==> config.mk <==
export PLATFORM = sky130hd
export DESIGN_NAME = increment_memory_controller
export DESIGN_NICKNAME = d
export VERILOG_FILES = /design/src/core/inc_mem_pkg.sv /design/src/core/pin_sync.sv /design/src/core/tick_divider.sv /design/src/core/increment_memory_controller.sv
export SDC_FILE = /design/constraint.sdc
export NUM_CORES = 1
export LEC_CHECK = 0
export BUFFER_PORTS_ARGS = -buffer_cell sky130_fd_sc_hd__buf_2
export CAP_MARGIN = 20
export CORE_MARGIN = 4
export CORE_UTILIZATION = 43
export CTS_CLUSTER_DIAMETER = 30
export DETAILED_ROUTE_END_ITERATION = 6
export PLACE_DENSITY = 0.7
export SETUP_SLACK_MARGIN = 0.05
export SLEW_MARGIN = 10
export SYNTH_ARGS = -nofsm -noshare
export SYNTH_HDL_FRONTEND = slang
export SYNTH_HIERARCHICAL = 1
export SYNTH_SLANG_ARGS = --single-unit
export TNS_END_PERCENT = 30
==> constraint.sdc <==
create_clock -name ref_clk -period 4.8 [get_ports ref_clk]
set_input_delay 0.72 -clock ref_clk [delete_from_list [all_inputs] [get_ports ref_clk]]
set_output_delay 0.72 -clock ref_clk [all_outputs]
set_load 0.02 [all_outputs]
==> src/core/inc_mem_pkg.sv <==
// shared constants and types of the increment memory controller
package inc_mem_pkg;
  // bus address width toward the i/o processor
  localparam int ADDR_W = 15;
  // apb register byte offsets
  localparam logic [7:0] OFF_CTRL = 8'h00;
  localparam logic [7:0] OFF_STATUS = 8'h04;
  localparam logic [7:0] OFF_ADDR = 8'h08;
  localparam logic [7:0] OFF_PERIOD = 8'h0c;
  localparam logic [7:0] OFF_CMD = 8'h10;
  localparam logic [7:0] OFF_IRQ_STAT = 8'h14;
  localparam logic [7:0] OFF_IRQ_MASK = 8'h18;
  // command register field: clear-flag instruction
  localparam int CMD_CLEAR_FLAG = 0;
  // reset values
  localparam logic [2:0] CTRL_RST = 3'h0;
  localparam logic [ADDR_W-1:0] ADDR_RST = 15'h0000;
  localparam logic [3:0] IRQ_RST = 4'h0;
  // timing: core clock and bus sync pulse period
  localparam int CLK_MHZ = 250;
  localparam int SYNC_PERIOD_NS = 1000;
  localparam int SYNC_PERIOD_CYC = SYNC_PERIOD_NS * CLK_MHZ / 1000;
  localparam int SYNC_LOST_CYC = 2 * SYNC_PERIOD_CYC;
  // default local tick period
  localparam int TICK_PERIOD_US = 1000;
  localparam int TICK_PERIOD_CYC = TICK_PERIOD_US * CLK_MHZ;
  // control register layout, bit 0 lowest
  typedef struct packed {
    logic useProgInt;
    logic tickEnable;
    logic countEnable;
  } ctrl_type;
  // interrupt status and mask layout
  typedef struct packed {
    logic syncLost;
    logic tickLost;
    logic cycleDone;
    logic overflow;
  } irq_type;
  // bus pins coming in from the i/o processor side
  typedef struct packed {
    logic powerClear;
    logic syncPulse;
    logic grant;
    logic overflow;
    logic chanEnIn;
    logic priEnIn;
  } bus_in_type;
  // channel sequence states
  typedef enum logic [1:0] {CH_IDLE, CH_REQUEST, CH_ACTIVE} chan_state_type;
endpackage : inc_mem_pkg

==> src/core/pin_sync.sv <==
// two flip-flop synchroniser for a group of asynchronous pins
`timescale 1ns/1ps
module pin_sync #(
  parameter int W = 1
) (
  // clock and reset
  input wire logic ref_clk,
  input wire logic rst,
  // pins and synchronised levels
  input wire logic [W-1:0] pinIn,
  output logic [W-1:0] pinOut
);
  logic [W-1:0] stage1_q;

  // first stage is read only by the second
  always_ff @(posedge ref_clk) begin
    if (rst) begin
      stage1_q <= '0;
      pinOut <= '0;
    end else begin
      stage1_q <= pinIn;
      pinOut <= stage1_q;
    end
  end
endmodule : pin_sync

==> src/core/tick_divider.sv <==
// local tick clock: one-cycle enable pulse every period cycles
`timescale 1ns/1ps
module tick_divider #(
  parameter int W = 32
) (
  // clock and reset
  input wire logic ref_clk,
  input wire logic rst,
  // control
  input wire logic enable,
  input wire logic [W-1:0] period,
  // tick enable pulse
  output logic tick
);
  logic [W-1:0] count_q;
  wire logic atEnd = (count_q >= period - 1'b1) || (period == '0);

  // restart from zero whenever the clock is stopped
  always_ff @(posedge ref_clk) begin
    if (rst || !enable) begin
      count_q <= '0;
      tick <= 1'b0;
    end else begin
      count_q <= atEnd ? '0 : count_q + 1'b1;
      tick <= atEnd;
    end
  end
endmodule : tick_divider

==> src/core/increment_memory_controller.sv <==
// increment memory controller: tick, channel request chain, overflow flag, apb registers
//
// What this block does
// - The count only starts under software control, with count enable and tick clock set.
// - A pending tick request sets the channel request latch on a sync pulse edge only.
// - The request latch drives the active-low request line and a grant makes the channel active.
// - While active, the target address is driven out and the increment line is pulled low.
// - The processor pulses overflow on wrap to zero and the overflow flag sets on it.
// - A set overflow flag raises a priority level 0 request or a program interrupt request.
// - There is no data bus, data register or transmit path in this block.
// - The channel enable is passed on down the chain and a request posts only while it is in.
// - Posting a request drops the outgoing channel enable at once, cutting lower devices.
// - The priority request posts only with priority enable in, and then drops enable out.
// - The clear-flag command clears overflow flag and priority request; status tests the flag.
// - The bus power clear pulse returns every flag and latch to its initial state.
// - The target address is presented on fifteen address lines toward the processor.
`timescale 1ns/1ps
module increment_memory_controller
  import inc_mem_pkg::*;
#(
  parameter int TICK_CYCLES = TICK_PERIOD_CYC
) (
  // clock and reset
  input wire logic ref_clk,
  input wire logic rst,
  // apb slave
  input wire logic [7:0] paddr,
  input wire logic psel,
  input wire logic penable,
  input wire logic pwrite,
  input wire logic [31:0] pwdata,
  output logic [31:0] prdata,
  output logic pready,
  output logic pslverr,
  // interrupt to the local host
  output logic irq,
  // i/o bus inputs, asynchronous
  input wire logic syncPulse,
  input wire logic channelGrant,
  input wire logic overflowPulse,
  input wire logic busPowerClear,
  input wire logic channelEnableIn,
  input wire logic priorityEnableIn,
  // i/o bus outputs
  output logic channelRequestLine_n,
  output logic channelEnableOut,
  output logic incrementMemoryLine_n,
  output logic [ADDR_W-1:0] busAddr,
  output logic priorityInterruptRequest_n,
  output logic priorityEnableOut,
  output logic programInterruptRequest_n
);

  ////////////////////////////////////////////////////////////////////////////
  // pin synchronisers

  bus_in_type pinsS;
  logic syncPrev_q;
  logic ovfPrev_q;

  pin_sync #(.W($bits(bus_in_type))) u_pins (
    .ref_clk(ref_clk),
    .rst(rst),
    .pinIn({busPowerClear, syncPulse, channelGrant, overflowPulse,
            channelEnableIn, priorityEnableIn}),
    .pinOut(pinsS)
  );

  // edge detection reads only the second stage and later
  always_ff @(posedge ref_clk) begin
    if (rst) begin
      syncPrev_q <= 1'b0;
      ovfPrev_q <= 1'b0;
    end else begin
      syncPrev_q <= pinsS.syncPulse;
      ovfPrev_q <= pinsS.overflow;
    end
  end

  // sync timing
  // requests move only on the leading edge of the 1 us sync pulse
  wire logic syncEdge = pinsS.syncPulse && !syncPrev_q;
  wire logic ovfEdge = pinsS.overflow && !ovfPrev_q;
  // power clear
  // power clear from the bus acts like a second synchronous reset
  wire logic clearAll = rst || pinsS.powerClear;

  ////////////////////////////////////////////////////////////////////////////
  // apb register decode

  ctrl_type ctrl_q;
  logic [ADDR_W-1:0] targetAddr_q;
  logic [31:0] period_q;
  irq_type irqStat_q;
  irq_type irqMask_q;
  logic [31:0] rdData;

  wire logic apbSetup = psel && !penable;
  wire logic apbAccess = psel && penable;
  wire logic wrEn = apbAccess && pwrite;
  wire logic hitCtrl = (paddr == OFF_CTRL);
  wire logic hitStatus = (paddr == OFF_STATUS);
  wire logic hitAddr = (paddr == OFF_ADDR);
  wire logic hitPeriod = (paddr == OFF_PERIOD);
  wire logic hitCmd = (paddr == OFF_CMD);
  wire logic hitIrqStat = (paddr == OFF_IRQ_STAT);
  wire logic hitIrqMask = (paddr == OFF_IRQ_MASK);
  wire logic hitAny = hitCtrl || hitStatus || hitAddr || hitPeriod || hitCmd || hitIrqStat
                      || hitIrqMask;
  // clear flag
  // writing a one to the command bit acts as the clear-flag instruction
  wire logic clearCmd = wrEn && hitCmd && pwdata[CMD_CLEAR_FLAG];

  // zero wait states; unmapped addresses answer with an error
  assign pready = 1'b1;
  assign pslverr = apbAccess && !hitAny;

  // software-written registers; power clear also stops the count
  always_ff @(posedge ref_clk) begin
    if (clearAll) begin
      ctrl_q <= CTRL_RST;
      targetAddr_q <= ADDR_RST;
      irqMask_q <= IRQ_RST;
      period_q <= 32'(TICK_CYCLES);
    end else if (wrEn) begin
      if (hitCtrl) ctrl_q <= pwdata[2:0];
      if (hitAddr) targetAddr_q <= pwdata[ADDR_W-1:0];
      if (hitPeriod) period_q <= pwdata;
      if (hitIrqMask) irqMask_q <= pwdata[3:0];
    end
  end

  ////////////////////////////////////////////////////////////////////////////
  // local tick clock and tick request

  logic tick;
  logic tickReq_q;
  chan_state_type state_q;
  chan_state_type state_d;
  // program start
  // the tick clock runs only when software sets both enables
  wire logic runEnable = ctrl_q.countEnable && ctrl_q.tickEnable;

  tick_divider #(.W(32)) u_tick (
    .ref_clk(ref_clk),
    .rst(clearAll),
    .enable(runEnable),
    .period(period_q),
    .tick(tick)
  );

  wire logic cycleDone = (state_q == CH_ACTIVE) && !pinsS.grant;

  // tick request cleanup
  // a tick beats the end of a cycle; a tick that meets a stop write is dropped
  always_ff @(posedge ref_clk) begin
    if (clearAll) begin
      tickReq_q <= 1'b0;
    end else if (tick && runEnable) begin
      tickReq_q <= 1'b1;
    end else if (cycleDone) begin
      tickReq_q <= 1'b0;
    end
  end

  ////////////////////////////////////////////////////////////////////////////
  // channel request sequence

  always_comb begin
    state_d = state_q;
    case (state_q)
      CH_IDLE: begin
        if (syncEdge && tickReq_q && pinsS.chanEnIn) state_d = CH_REQUEST;
      end
      CH_REQUEST: begin
        if (pinsS.grant) state_d = CH_ACTIVE;
      end
      CH_ACTIVE: begin
        if (!pinsS.grant) state_d = CH_IDLE;
      end
      default: state_d = CH_IDLE;
    endcase
  end

  always_ff @(posedge ref_clk) begin
    if (clearAll) state_q <= CH_IDLE;
    else state_q <= state_d;
  end

  wire logic chanReq = (state_q != CH_IDLE);
  wire logic chanActive = (state_q == CH_ACTIVE);

  // chain cut
  // the chain is cut from the request until the cycle ends
  assign channelRequestLine_n = !chanReq;
  assign channelEnableOut = pinsS.chanEnIn && !chanReq;

  // no data path
  // address lines carry zero when idle so a wired bus sees nothing from us
  assign busAddr = chanActive ? targetAddr_q : '0;
  assign incrementMemoryLine_n = !chanActive;

  ////////////////////////////////////////////////////////////////////////////
  // overflow flag and interrupt requests

  logic overflowFlag_q;
  logic priReq_q;

  // overflow flag
  // an overflow in the clear cycle is kept; set beats clear
  always_ff @(posedge ref_clk) begin
    if (clearAll) begin
      overflowFlag_q <= 1'b0;
    end else if (ovfEdge) begin
      overflowFlag_q <= 1'b1;
    end else if (clearCmd) begin
      overflowFlag_q <= 1'b0;
    end
  end

  // priority post
  // the request is timed to sync so it meets the processor's sampling window
  // a clear in the same cycle wins, or the request would outlive its flag
  wire logic priSet = syncEdge && overflowFlag_q && !clearCmd && !ctrl_q.useProgInt
                      && pinsS.priEnIn;

  always_ff @(posedge ref_clk) begin
    if (clearAll) begin
      priReq_q <= 1'b0;
    end else if (priSet) begin
      priReq_q <= 1'b1;
    end else if (clearCmd) begin
      priReq_q <= 1'b0;
    end
  end

  assign priorityInterruptRequest_n = !priReq_q;
  assign priorityEnableOut = pinsS.priEnIn && !priReq_q;
  assign programInterruptRequest_n = !(overflowFlag_q && ctrl_q.useProgInt);

  ////////////////////////////////////////////////////////////////////////////
  // sync watchdog and local interrupt

  logic [9:0] syncAge_q;
  wire logic syncLost = (syncAge_q == 10'(SYNC_LOST_CYC));

  // counts since the last sync edge; saturates one past the limit
  always_ff @(posedge ref_clk) begin
    if (clearAll || syncEdge) syncAge_q <= '0;
    else if (syncAge_q <= 10'(SYNC_LOST_CYC)) syncAge_q <= syncAge_q + 10'h001;
  end

  irq_type irqEvent;
  assign irqEvent = '{syncLost: syncLost, tickLost: tick && tickReq_q,
                      cycleDone: cycleDone, overflow: ovfEdge};
  wire irq_type irqW1c = (wrEn && hitIrqStat) ? irq_type'(pwdata[3:0]) : irq_type'(4'h0);

  // sticky status, write one to clear; a new event beats the clear
  always_ff @(posedge ref_clk) begin
    if (clearAll) irqStat_q <= IRQ_RST;
    else irqStat_q <= (irqStat_q & ~irqW1c) | irqEvent;
  end

  assign irq = |(irqStat_q & irqMask_q);

  ////////////////////////////////////////////////////////////////////////////
  // read data, captured in the setup phase

  // skip test
  // status bit 0 is the overflow flag that a skip test reads
  always_comb begin
    rdData = 32'h0000_0000;
    if (hitCtrl) rdData[2:0] = ctrl_q;
    if (hitStatus) rdData[4:0] = {priReq_q, chanActive, chanReq, tickReq_q, overflowFlag_q};
    if (hitAddr) rdData[ADDR_W-1:0] = targetAddr_q;
    if (hitPeriod) rdData = period_q;
    if (hitIrqStat) rdData[3:0] = irqStat_q;
    if (hitIrqMask) rdData[3:0] = irqMask_q;
  end

  always_ff @(posedge ref_clk) begin
    if (rst) prdata <= 32'h0000_0000;
    else if (apbSetup && !pwrite) prdata <= rdData;
  end
endmodule : increment_memory_controller

Word-level counts from Yosys, hierarchy flattened
Index checks and enable logic that the tools add are counted.
- bits in registers: 152
- input port bits: 51
- $add $sub $neg: 3
- magnitude comparators: 2
- equal/unequal tests: 12
- mux-type cells: 17
- bitwise gates (word level): 4
- reduce and logical (&&, ||, !) cells: 60
- operators with widths (operator ; number):
    $add 32x1->32 const B ; 1
    $ge 32x32->1 ; 1
    $logic_not 32->1 ; 1
    $mux 32 ; 1
    $sub 32x1->32 const B ; 1
    $mux 15 ; 2
    $eq 8x5->1 const B ; 3
    $logic_and 1x1->1 ; 23
    $eq 8x4->1 const B ; 2
    $logic_not 1->1 ; 13
    $mux 4 ; 3
    $add 10x1->10 const B ; 1
    $eq 10x9->1 const B ; 1
    $le 10x9->1 const B ; 1
    $logic_or 1x1->1 ; 10
    $and 4x4->4 ; 2
    $eq 8x3->1 const B ; 1
    $logic_not 8->1 ; 1
    $reduce_and 2->1 ; 4
    $reduce_bool 2->1 ; 4
    $mux 2 ; 3
    $pmux 2 s3 ; 1
    $mux 1 ; 5
    $mux 5 ; 1
    other kinds (11) ; 12

Depth between registers and ports, before layout
Gate-level depths: netlist of the first run.
- depth after elaboration: 9
- gate-level depth with buffers: 13
- mapped depth without buffers: 12

Modules after synthesis
The synthesis of the first run kept the hierarchy.
- by module, submodules not included (module ; times used ; cells an instance ; area an instance (um^2) ; seq. area each (um^2)):
    increment_memory_controller ; 1 ; 544 ; 4620.7 ; 2142.1
    tick_divider ; 1 ; 328 ; 2791.4 ; 660.6
    pin_sync ; 1 ; 25 ; 366.6 ; 240.2

Worst setup path after synthesis of the first run
No wires, ideal clock.
- kind: flip-flop to flip-flop
- from: register period_q[17]
- to: register u_tick.count_q[10]
- arrival: 3.145 ns
- required time: 4.668 ns
- setup slack: 1.523 ns
- stages on the path, launching flop included: 13
- path buffers: 1
- cells stage by stage: dfxtp_1 > or4_4 > nor4b_4 > nand3_2 > nor4_2 > xnor2_1 > ha_1 > nand4_1 > nor3_1 > nand4_1 > a31oi_1 > clkbuf_1 > nor3_1
- longest elaborated chain between the ends: 4
- ends and longest elaborated chain (element ; line ; source):
    start: declaration ; increment_memory_controller.sv:93 ; logic [31:0] period_q;
    start signal: assignment ; increment_memory_controller.sv:124 ; period_q <= 32'(TICK_CYCLES);
    start signal: assignment ; increment_memory_controller.sv:128 ; if (hitPeriod) period_q <= pwdata;
    $sub 32x1->32 ; tick_divider.sv:16 ; wire logic atEnd = (count_q >= period - 1'b1) || (period == '0);
    $ge 32x32->1 ; tick_divider.sv:16 ;
    $logic_or 1x1->1 * ; tick_divider.sv:16 ;
    $reduce_or 2->1 (no line) * ; - ;
    end signal: assignment ; tick_divider.sv:24 ; count_q <= atEnd ? '0 : count_q + 1'b1;
    end: declaration ; tick_divider.sv:15 ; logic [W-1:0] count_q;
Mark *: on every way between the ends. The rest lies on a longest branch, timed or not.
A chain may end at the register's enable or synchronous reset.

Worst setup path in the final report of the first run
- from: register period_q[17]
- to: register u_tick.count_q[6]
Same word-level chain as after synthesis.

==> impl_metrics.ini, run 1 <==
[timing]
finalClockSkew_ns = 0.00960
hold_viol = 0
final-setup-viol-count = 0
rsz0062_at_grt = false
max_freq_ghz = 0.263
finalCriticalPeriod_ns = 3.81
hold_ws_ns = 0.440
post-route-period-util_pct = 79.3
worst_slew_pin_slew_ns = 0.970
maxSlewViolCount = 0
fin_setup_tns_ns = 0
relSlewSlack_pct = 35.2

[synthesis]
ys_seq_area_share_pct = 39.1
synthesis.nets = 985
syn_area_mm2 = 0.00778
ys_types = 75
synth-seq-cells = 152
synth_edf_count = 0
synth_cells = 897
syn_area_per_cell_um2 = 8.67
synthArstFlopShare_pct = 0
yosysWarnings = 6
ys_dominant_reg_cell = dfxtp_1

[clock_network]
hold_buffers = 0
htree_levels = 4
cts_num_sinks = 152
clockRootBuffer = clkbuf_16
cts_buffers = 17
clk_pin_slew_ns = 0.07
post_cts_buffers = 0
clk_latency_ns = 0.42
cts_tree = built
cts.repair.resized = 0
clockBufferDepth = 2

[power]
clock_power_share_pct = 48.7
leakage_uw = 0.00347
p_sw_share_pct = 24.3
seqPwrFrac_pct = 47.2
power_switching_uw = 657
intPower_uw = 2040
combPwrFrac_pct = 4.1
p_per_area_mw_per_mm2 = 300
peakVddDrop_mv = 0.240

[routing]
wl_per_cell_um = 16.5
drtAntennaViolNets = 0
drc = 0
vias_per_cell = 5.54
wirelength_um = 20200
drt_pass1_iterations = 5
via_count = 6789
first_iter_violations = 351

[floorplanning]
initial_core_util_pct = 44.4
boundaryPins = 107
rows = 48
die_w_um = 143
die_h_um = 143
die-area_mm2 = 0.0203
fp.coreArea_mm2 = 0.0175

[setup_path]
start_kind = flop
r2r-start = period_q[17]
cp.arrival_ns = 4.10
cp_max_fo = 26
r2r_slack_ns = 0.99
required_ns = 5.09
path_class = flop to flop
r2r-end = u_tick/count_q[6]
end_kind = flop
r2r.worst_path.cells = 12

[layout]
mostFrequentLayoutCell = dfxtp_1
syn2layout_area_growth_pct = 15.7
post-route-util_pct = 51.3
fin_nets = 1075
layout_common_cells = 152 x dfxtp_1, 130 x nand2_1, 106 x buf_2
stdcell_count = 1225
diodes = 0
drive_gt1_share_pct = 18.4

[place]
place_inst = 1192
io_buffers = 105
hpwl_um = 14800
finalWeightedCongestion = 0.901

[outcome]
status = complete, no violations

[min_path]
holdPathEnd = u_pins/pinOut[4]
hp-class = flop to flop
holdPathStages = 1
hp-start = u_pins/stage1_q[4]

[flow_run]
maxCapViolCount = 0

[global_routing]
antenna_found_initial = 0
grt_max_degree = 54
grt_pass1_vias = 6351
overflow = 0
grt.total_usage_pct = 19.8
grt_pass1_wl_um = 32500
[metrics by stage]
stage | cell area [µm²] | power, µW | worst slack [ns]
floorplan | 7780 | 1360 | 1.52
global placement | 8410 | 1410 | 1.12
detailed placement | 8410 | 1410 | 0.966
CTS | 9000 | 2710 | 0.964
global route | 9000 | 2790 | 0.692
finish | 9000 | 2700 | 0.994
[worst max path at each step]
stage | start | slack [ns] | to
finish | period_q[17] | 0.99 | u_tick/count_q[6]
global route | period_q[17] | 0.69 | u_tick/count_q[20]
CTS | period_q[17] | 0.96 | u_tick/count_q[6]
detailed placement | period_q[17] | 0.97 | u_tick/count_q[26]
global placement | period_q[17] | 1.12 | u_tick/count_q[26]
floorplan | period_q[17] | 1.52 | u_tick/count_q[10]
[final cells by class]
class	count	area (µm²)
inverter	18	67.6
multi-input combinational	683	4430
clock inverter	15	158
tap	225	282
clock buffer	17	425
timing repair buffer	115	598
fill	1700	8530
sequential	152	3040
[cells in the mapped netlist (23+ instances only)]
cell	n	share of area, %
dfxtp_1	152	39
xor2_1	25	2.8
xnor2_1	38	4.3
nand2_1	130	6.3
a22oi_1	34	3.3
nand4_1	23	1.8
a21oi_1	61	3.9
nor2_1	68	3.3
nand3_1	26	1.7
nor3_1	53	3.4
ha_1	37	6.0
clkbuf_1	24	1.2
[registers in the layout, indices dropped and copies added, names as in the netlist, 2 cells and up]
signal / flops
targetAddr_q: 15
irqStat_q: 4
u_pins/stage1_q: 6
u_pins/pinOut: 6
u_tick/count_q: 32
state_q: 2
syncAge_q: 10
ctrl_q: 3
irqMask_q: 4
period_q: 32
prdata: 32
[worst max-delay path: stages, from the launching register on]
cell	delay [ns]
dfxtp_1	0.37
or4_4	0.57
nor4b_4	0.36
nand3_2	0.21
nor4_2	0.28
xnor2_1	0.10
ha_1	0.33
nand4_1	0.13
nor3_1	0.30
nand4_1	0.19
a31oi_2	0.36
buf_4	0.37
nor3_1	0.11
[layer usage]
metal / up-vias / global-route usage, % / wire length, µm / part of all wire [%]
li1: 3380 / - / - / -
met1: 3200 / 26.1 / 9170 / 45
met2: 179 / 32.6 / 9540 / 47
met3: 30 / 4.44 / 1090 / 5.4
met4: 0 / 5.55 / 386 / 1.9
met5: - / 0 / 0 / 0
[logic make-up (layout without fill, tap and decap cells)]
logic type,after synthesis,count (layout),synth area share [%]
adder cells (fa/ha/maj),37,37,5.95
multiplexers,13,13,1.69
AND/OR/NAND/NOR,414,414,28.7
flip-flops,152,152,39.1
other,1,1,0.0482
AO/OA/AOI/OAI,155,155,13.4
buffers and inverters,62,165,4.02
XOR/XNOR,63,63,7.09
[power by group through the flow]
| stage | registers, µW | clock network, µW | logic (µW) |
|---|---|---|---|
| floorplan | 1300 | 0 | 60.7 |
| global placement | 1300 | 0 | 109 |
| detailed placement | 1300 | 0 | 109 |
| CTS | 1270 | 1330 | 110 |
| global route | 1270 | 1390 | 119 |
| finish | 1270 | 1310 | 110 |
Power figures use the tool's default switching activity.
==> run 2, diff against run 1 <==
- ABC_AREA: not set -> 1
- PLACE_DENSITY: 0.7 -> 0.69
- clock period: 4.8 -> 3.6 ns (I/O delays scaled with it)
==> impl_metrics.ini, run 2 <==
[layout]
syn2layout_area_growth_pct = 15.2
diodes = 0
layout_common_cells = 220 x nand2_1, 189 x nor2_1, 168 x inv_1
reg_top3 = period_q: 32 flops, prdata: 32 flops, u_tick/count_q: 32 flops
fill_cells = 1939
mostFrequentLayoutCell = nand2_1
drive_gt1_share_pct = 15.4
fin_nets = 1368

[floorplanning]
die_h_um = 147
fp.coreArea_mm2 = 0.0189
boundaryPins = 107
die-area_mm2 = 0.0217
initial_core_util_pct = 44.1
die_w_um = 147
rows = 50

[setup_path]
cp.buffers_inverters = 3
cp.arrival_ns = 3.35
end_kind = flop
crit_top_cell = nand2_1
cp_max_fo = 32
start_kind = flop
required_ns = 3.91
path_class = flop to flop
critPathSlowestCell = dfxtp_1
critPathMaxStageDelay_ns = 0.33
crit_chain = inv_1, ha_1, inv_1, nor2_2, nand2_1, nor2_2, nand2_1, nor2_2, nand2_1, xor2_1, ha_1, nand2_1, nor2_1, nor3b_1, nand2_1, nand3_1, buf_4, nor2_1
cp_top_family = simple AND/OR/NAND/NOR gates

[synthesis]
synth_mux_area_share_pct = 0
ys_seq_area_share_pct = 36.5
synthesis.nets = 1274
syn_area_per_cell_um2 = 7.03
synthXorXnorAreaFrac_pct = 6.20
synth_cells = 1186
yosysMostFrequentCell = nand2_1
synth_common_cells = 220 x nand2_1, 189 x nor2_1, 168 x inv_1
synth_edf_count = 0
yosysWarnings = 6
synthArstFlopShare_pct = 0
synth.largest_area_cell = dfxtp_1
yosys.area_share.adder_pct = 5.55
yosys.area_share.simple_pct = 27.7
ys_types = 46
synth_compound_area_share_pct = 13.2
syn_area_mm2 = 0.00834
synth_top_family_by_area = simple AND/OR/NAND/NOR gates
synth-seq-cells = 152
synth_top_cell_area_share_pct = 36.5
netlist_top_cells_area = dfxtp_1 36%, nand2_1 9.9%, nor2_1 8.5%
ys_dominant_reg_cell = dfxtp_1

[clock_network]
cts_buffers = 17
clk_pin_slew_ns = 0.07
clockRootBuffer = clkbuf_16
cts.repair.resized = 0
post_cts_buffers = 0
clockBufferDepth = 2
hold_buffers = 0
htree_levels = 4
cts_num_sinks = 152
cts_tree = built
clk_latency_ns = 0.43

[routing]
drt_pass1_iterations = 5
vias_per_cell = 4.85
via_count = 7536
drc = 0
wirelength_um = 21100
drtAntennaViolNets = 0
first_iter_violations = 469
wl_per_cell_um = 13.6

[global_routing]
grt_max_degree = 52
overflow = 0
grt_pass1_vias = 7268
grt_pass1_wl_um = 35200
grt.total_usage_pct = 19.6
antenna_found_initial = 0

[place]
post-place-ws_ns = 0.574
io_buffers = 105
hpwl_um = 16100
finalWeightedCongestion = 0.902

[timing]
finalCriticalPeriod_ns = 3.05
finalClockSkew_ns = 0.0117
worst_slew_pin_slew_ns = 0.759
worst_slack_ns = 0.553
hold_viol = 0
maxSlewViolCount = 0
relSlewSlack_pct = 49.4
post-route-period-util_pct = 84.6
final-setup-viol-count = 0
rsz0062_at_grt = false
fin_setup_tns_ns = 0
max_freq_ghz = 0.328

[power]
peakVddDrop_mv = 0.335
p_per_area_mw_per_mm2 = 384
leakage_uw = 0.00432

[flow_run]
maxCapViolCount = 0

[outcome]
status = complete, no violations

[min_path]
hp-class = input port to flop
run 2: cell types whose count changed after synthesis, moves of 15 or more:
| cell | before | now |
|---|---|---|
| o21ai_0 | 9 | 61 |
| a22oi_1 | 34 | 0 |
| nand2_1 | 130 | 220 |
| and2_1 | 17 | 0 |
| inv_1 | 17 | 168 |
| a21oi_1 | 61 | 76 |
| nor2_1 | 68 | 189 |
| xor2_1 | 25 | 42 |
| o21ai_1 | 0 | 15 |
| xnor2_1 | 38 | 17 |
| nand3_1 | 26 | 42 |
| nor3_1 | 53 | 17 |
run 2: layout make-up:
type	count	area, µm²	share of cell area (%)
clock buffers	17	425	4.43
clock inverters	15	170	1.77
inverters	184	692	7.20
multi-input cells	816	4400	45.8
flip-flops and latches	152	3040	31.7
well taps	260	325	3.39
repair buffers	109	556	5.78
run 2: where the power goes:
part           internal [µW]  total, µW  switching (µW)
clock                    937       1790             850
sequential              1710       1720            13.8
combinational           61.2        182             121
total                   2710       3690             985
run 2: final timing paths:
kind,start,to,slack (ns),depth (start not counted)
hold / removal,busPowerClear,u_pins/stage1_q[5],0.31,3
setup reg to reg,period_q[0],u_tick/count_q[15],0.55,18
hold reg to reg,u_pins/stage1_q[3],u_pins/pinOut[3],0.41,2
setup / recovery,period_q[0],u_tick/count_q[15],0.55,18
run 2: cells by family (layout without fill, tap and decap cells):
| group | count (synthesis) | after routing |
|---|---|---|
| AND/OR/NAND/NOR | 522 | 522 |
| buffers and inverters | 218 | 325 |
| AO/OA/AOI/OAI | 197 | 197 |
| flip-flops | 152 | 152 |
| XOR/XNOR | 59 | 59 |
| adder cells (fa/ha/maj) | 37 | 37 |
| other | 1 | 1 |
run 2: metrics by stage:
step	util (%)	cell area, µm²	power (µW)	instances	hold WS (ns)
floorplan	-	8340	1860	1186	0.388
global placement	47.7	9010	1940	1521	0.393
detailed placement	47.7	9010	1940	1521	0.393
CTS	50.9	9610	3720	1553	0.299
global route	50.9	9610	3820	1553	0.312
finish	50.9	9610	3690	1553	0.311
run 2: worst reg2reg max path, cell delays in order (launching register included):
cell and delay [ns]:
dfxtp_1 0.33, inv_1 0.14, ha_1 0.21, inv_1 0.06
nor2_2 0.15, nand2_1 0.11, nor2_2 0.19, nand2_1 0.16
nor2_2 0.14, nand2_1 0.07, xor2_1 0.15, ha_1 0.27
nand2_1 0.06, nor2_1 0.11, nor3b_1 0.19, nand2_1 0.09
nand3_1 0.07, buf_4 0.32, nor2_1 0.09
run 2: routing by layer:
| metal | vias to the layer above | track usage, % | wire (µm) |
|---|---|---|---|
| met5 | - | 0 | 0 |
| met3 | 36 | 4.13 | 857 |
| met2 | 146 | 32.3 | 9910 |
| met1 | 3415 | 25.8 | 9890 |
| li1 | 3939 | - | - |
| met4 | 0 | 6.57 | 470 |
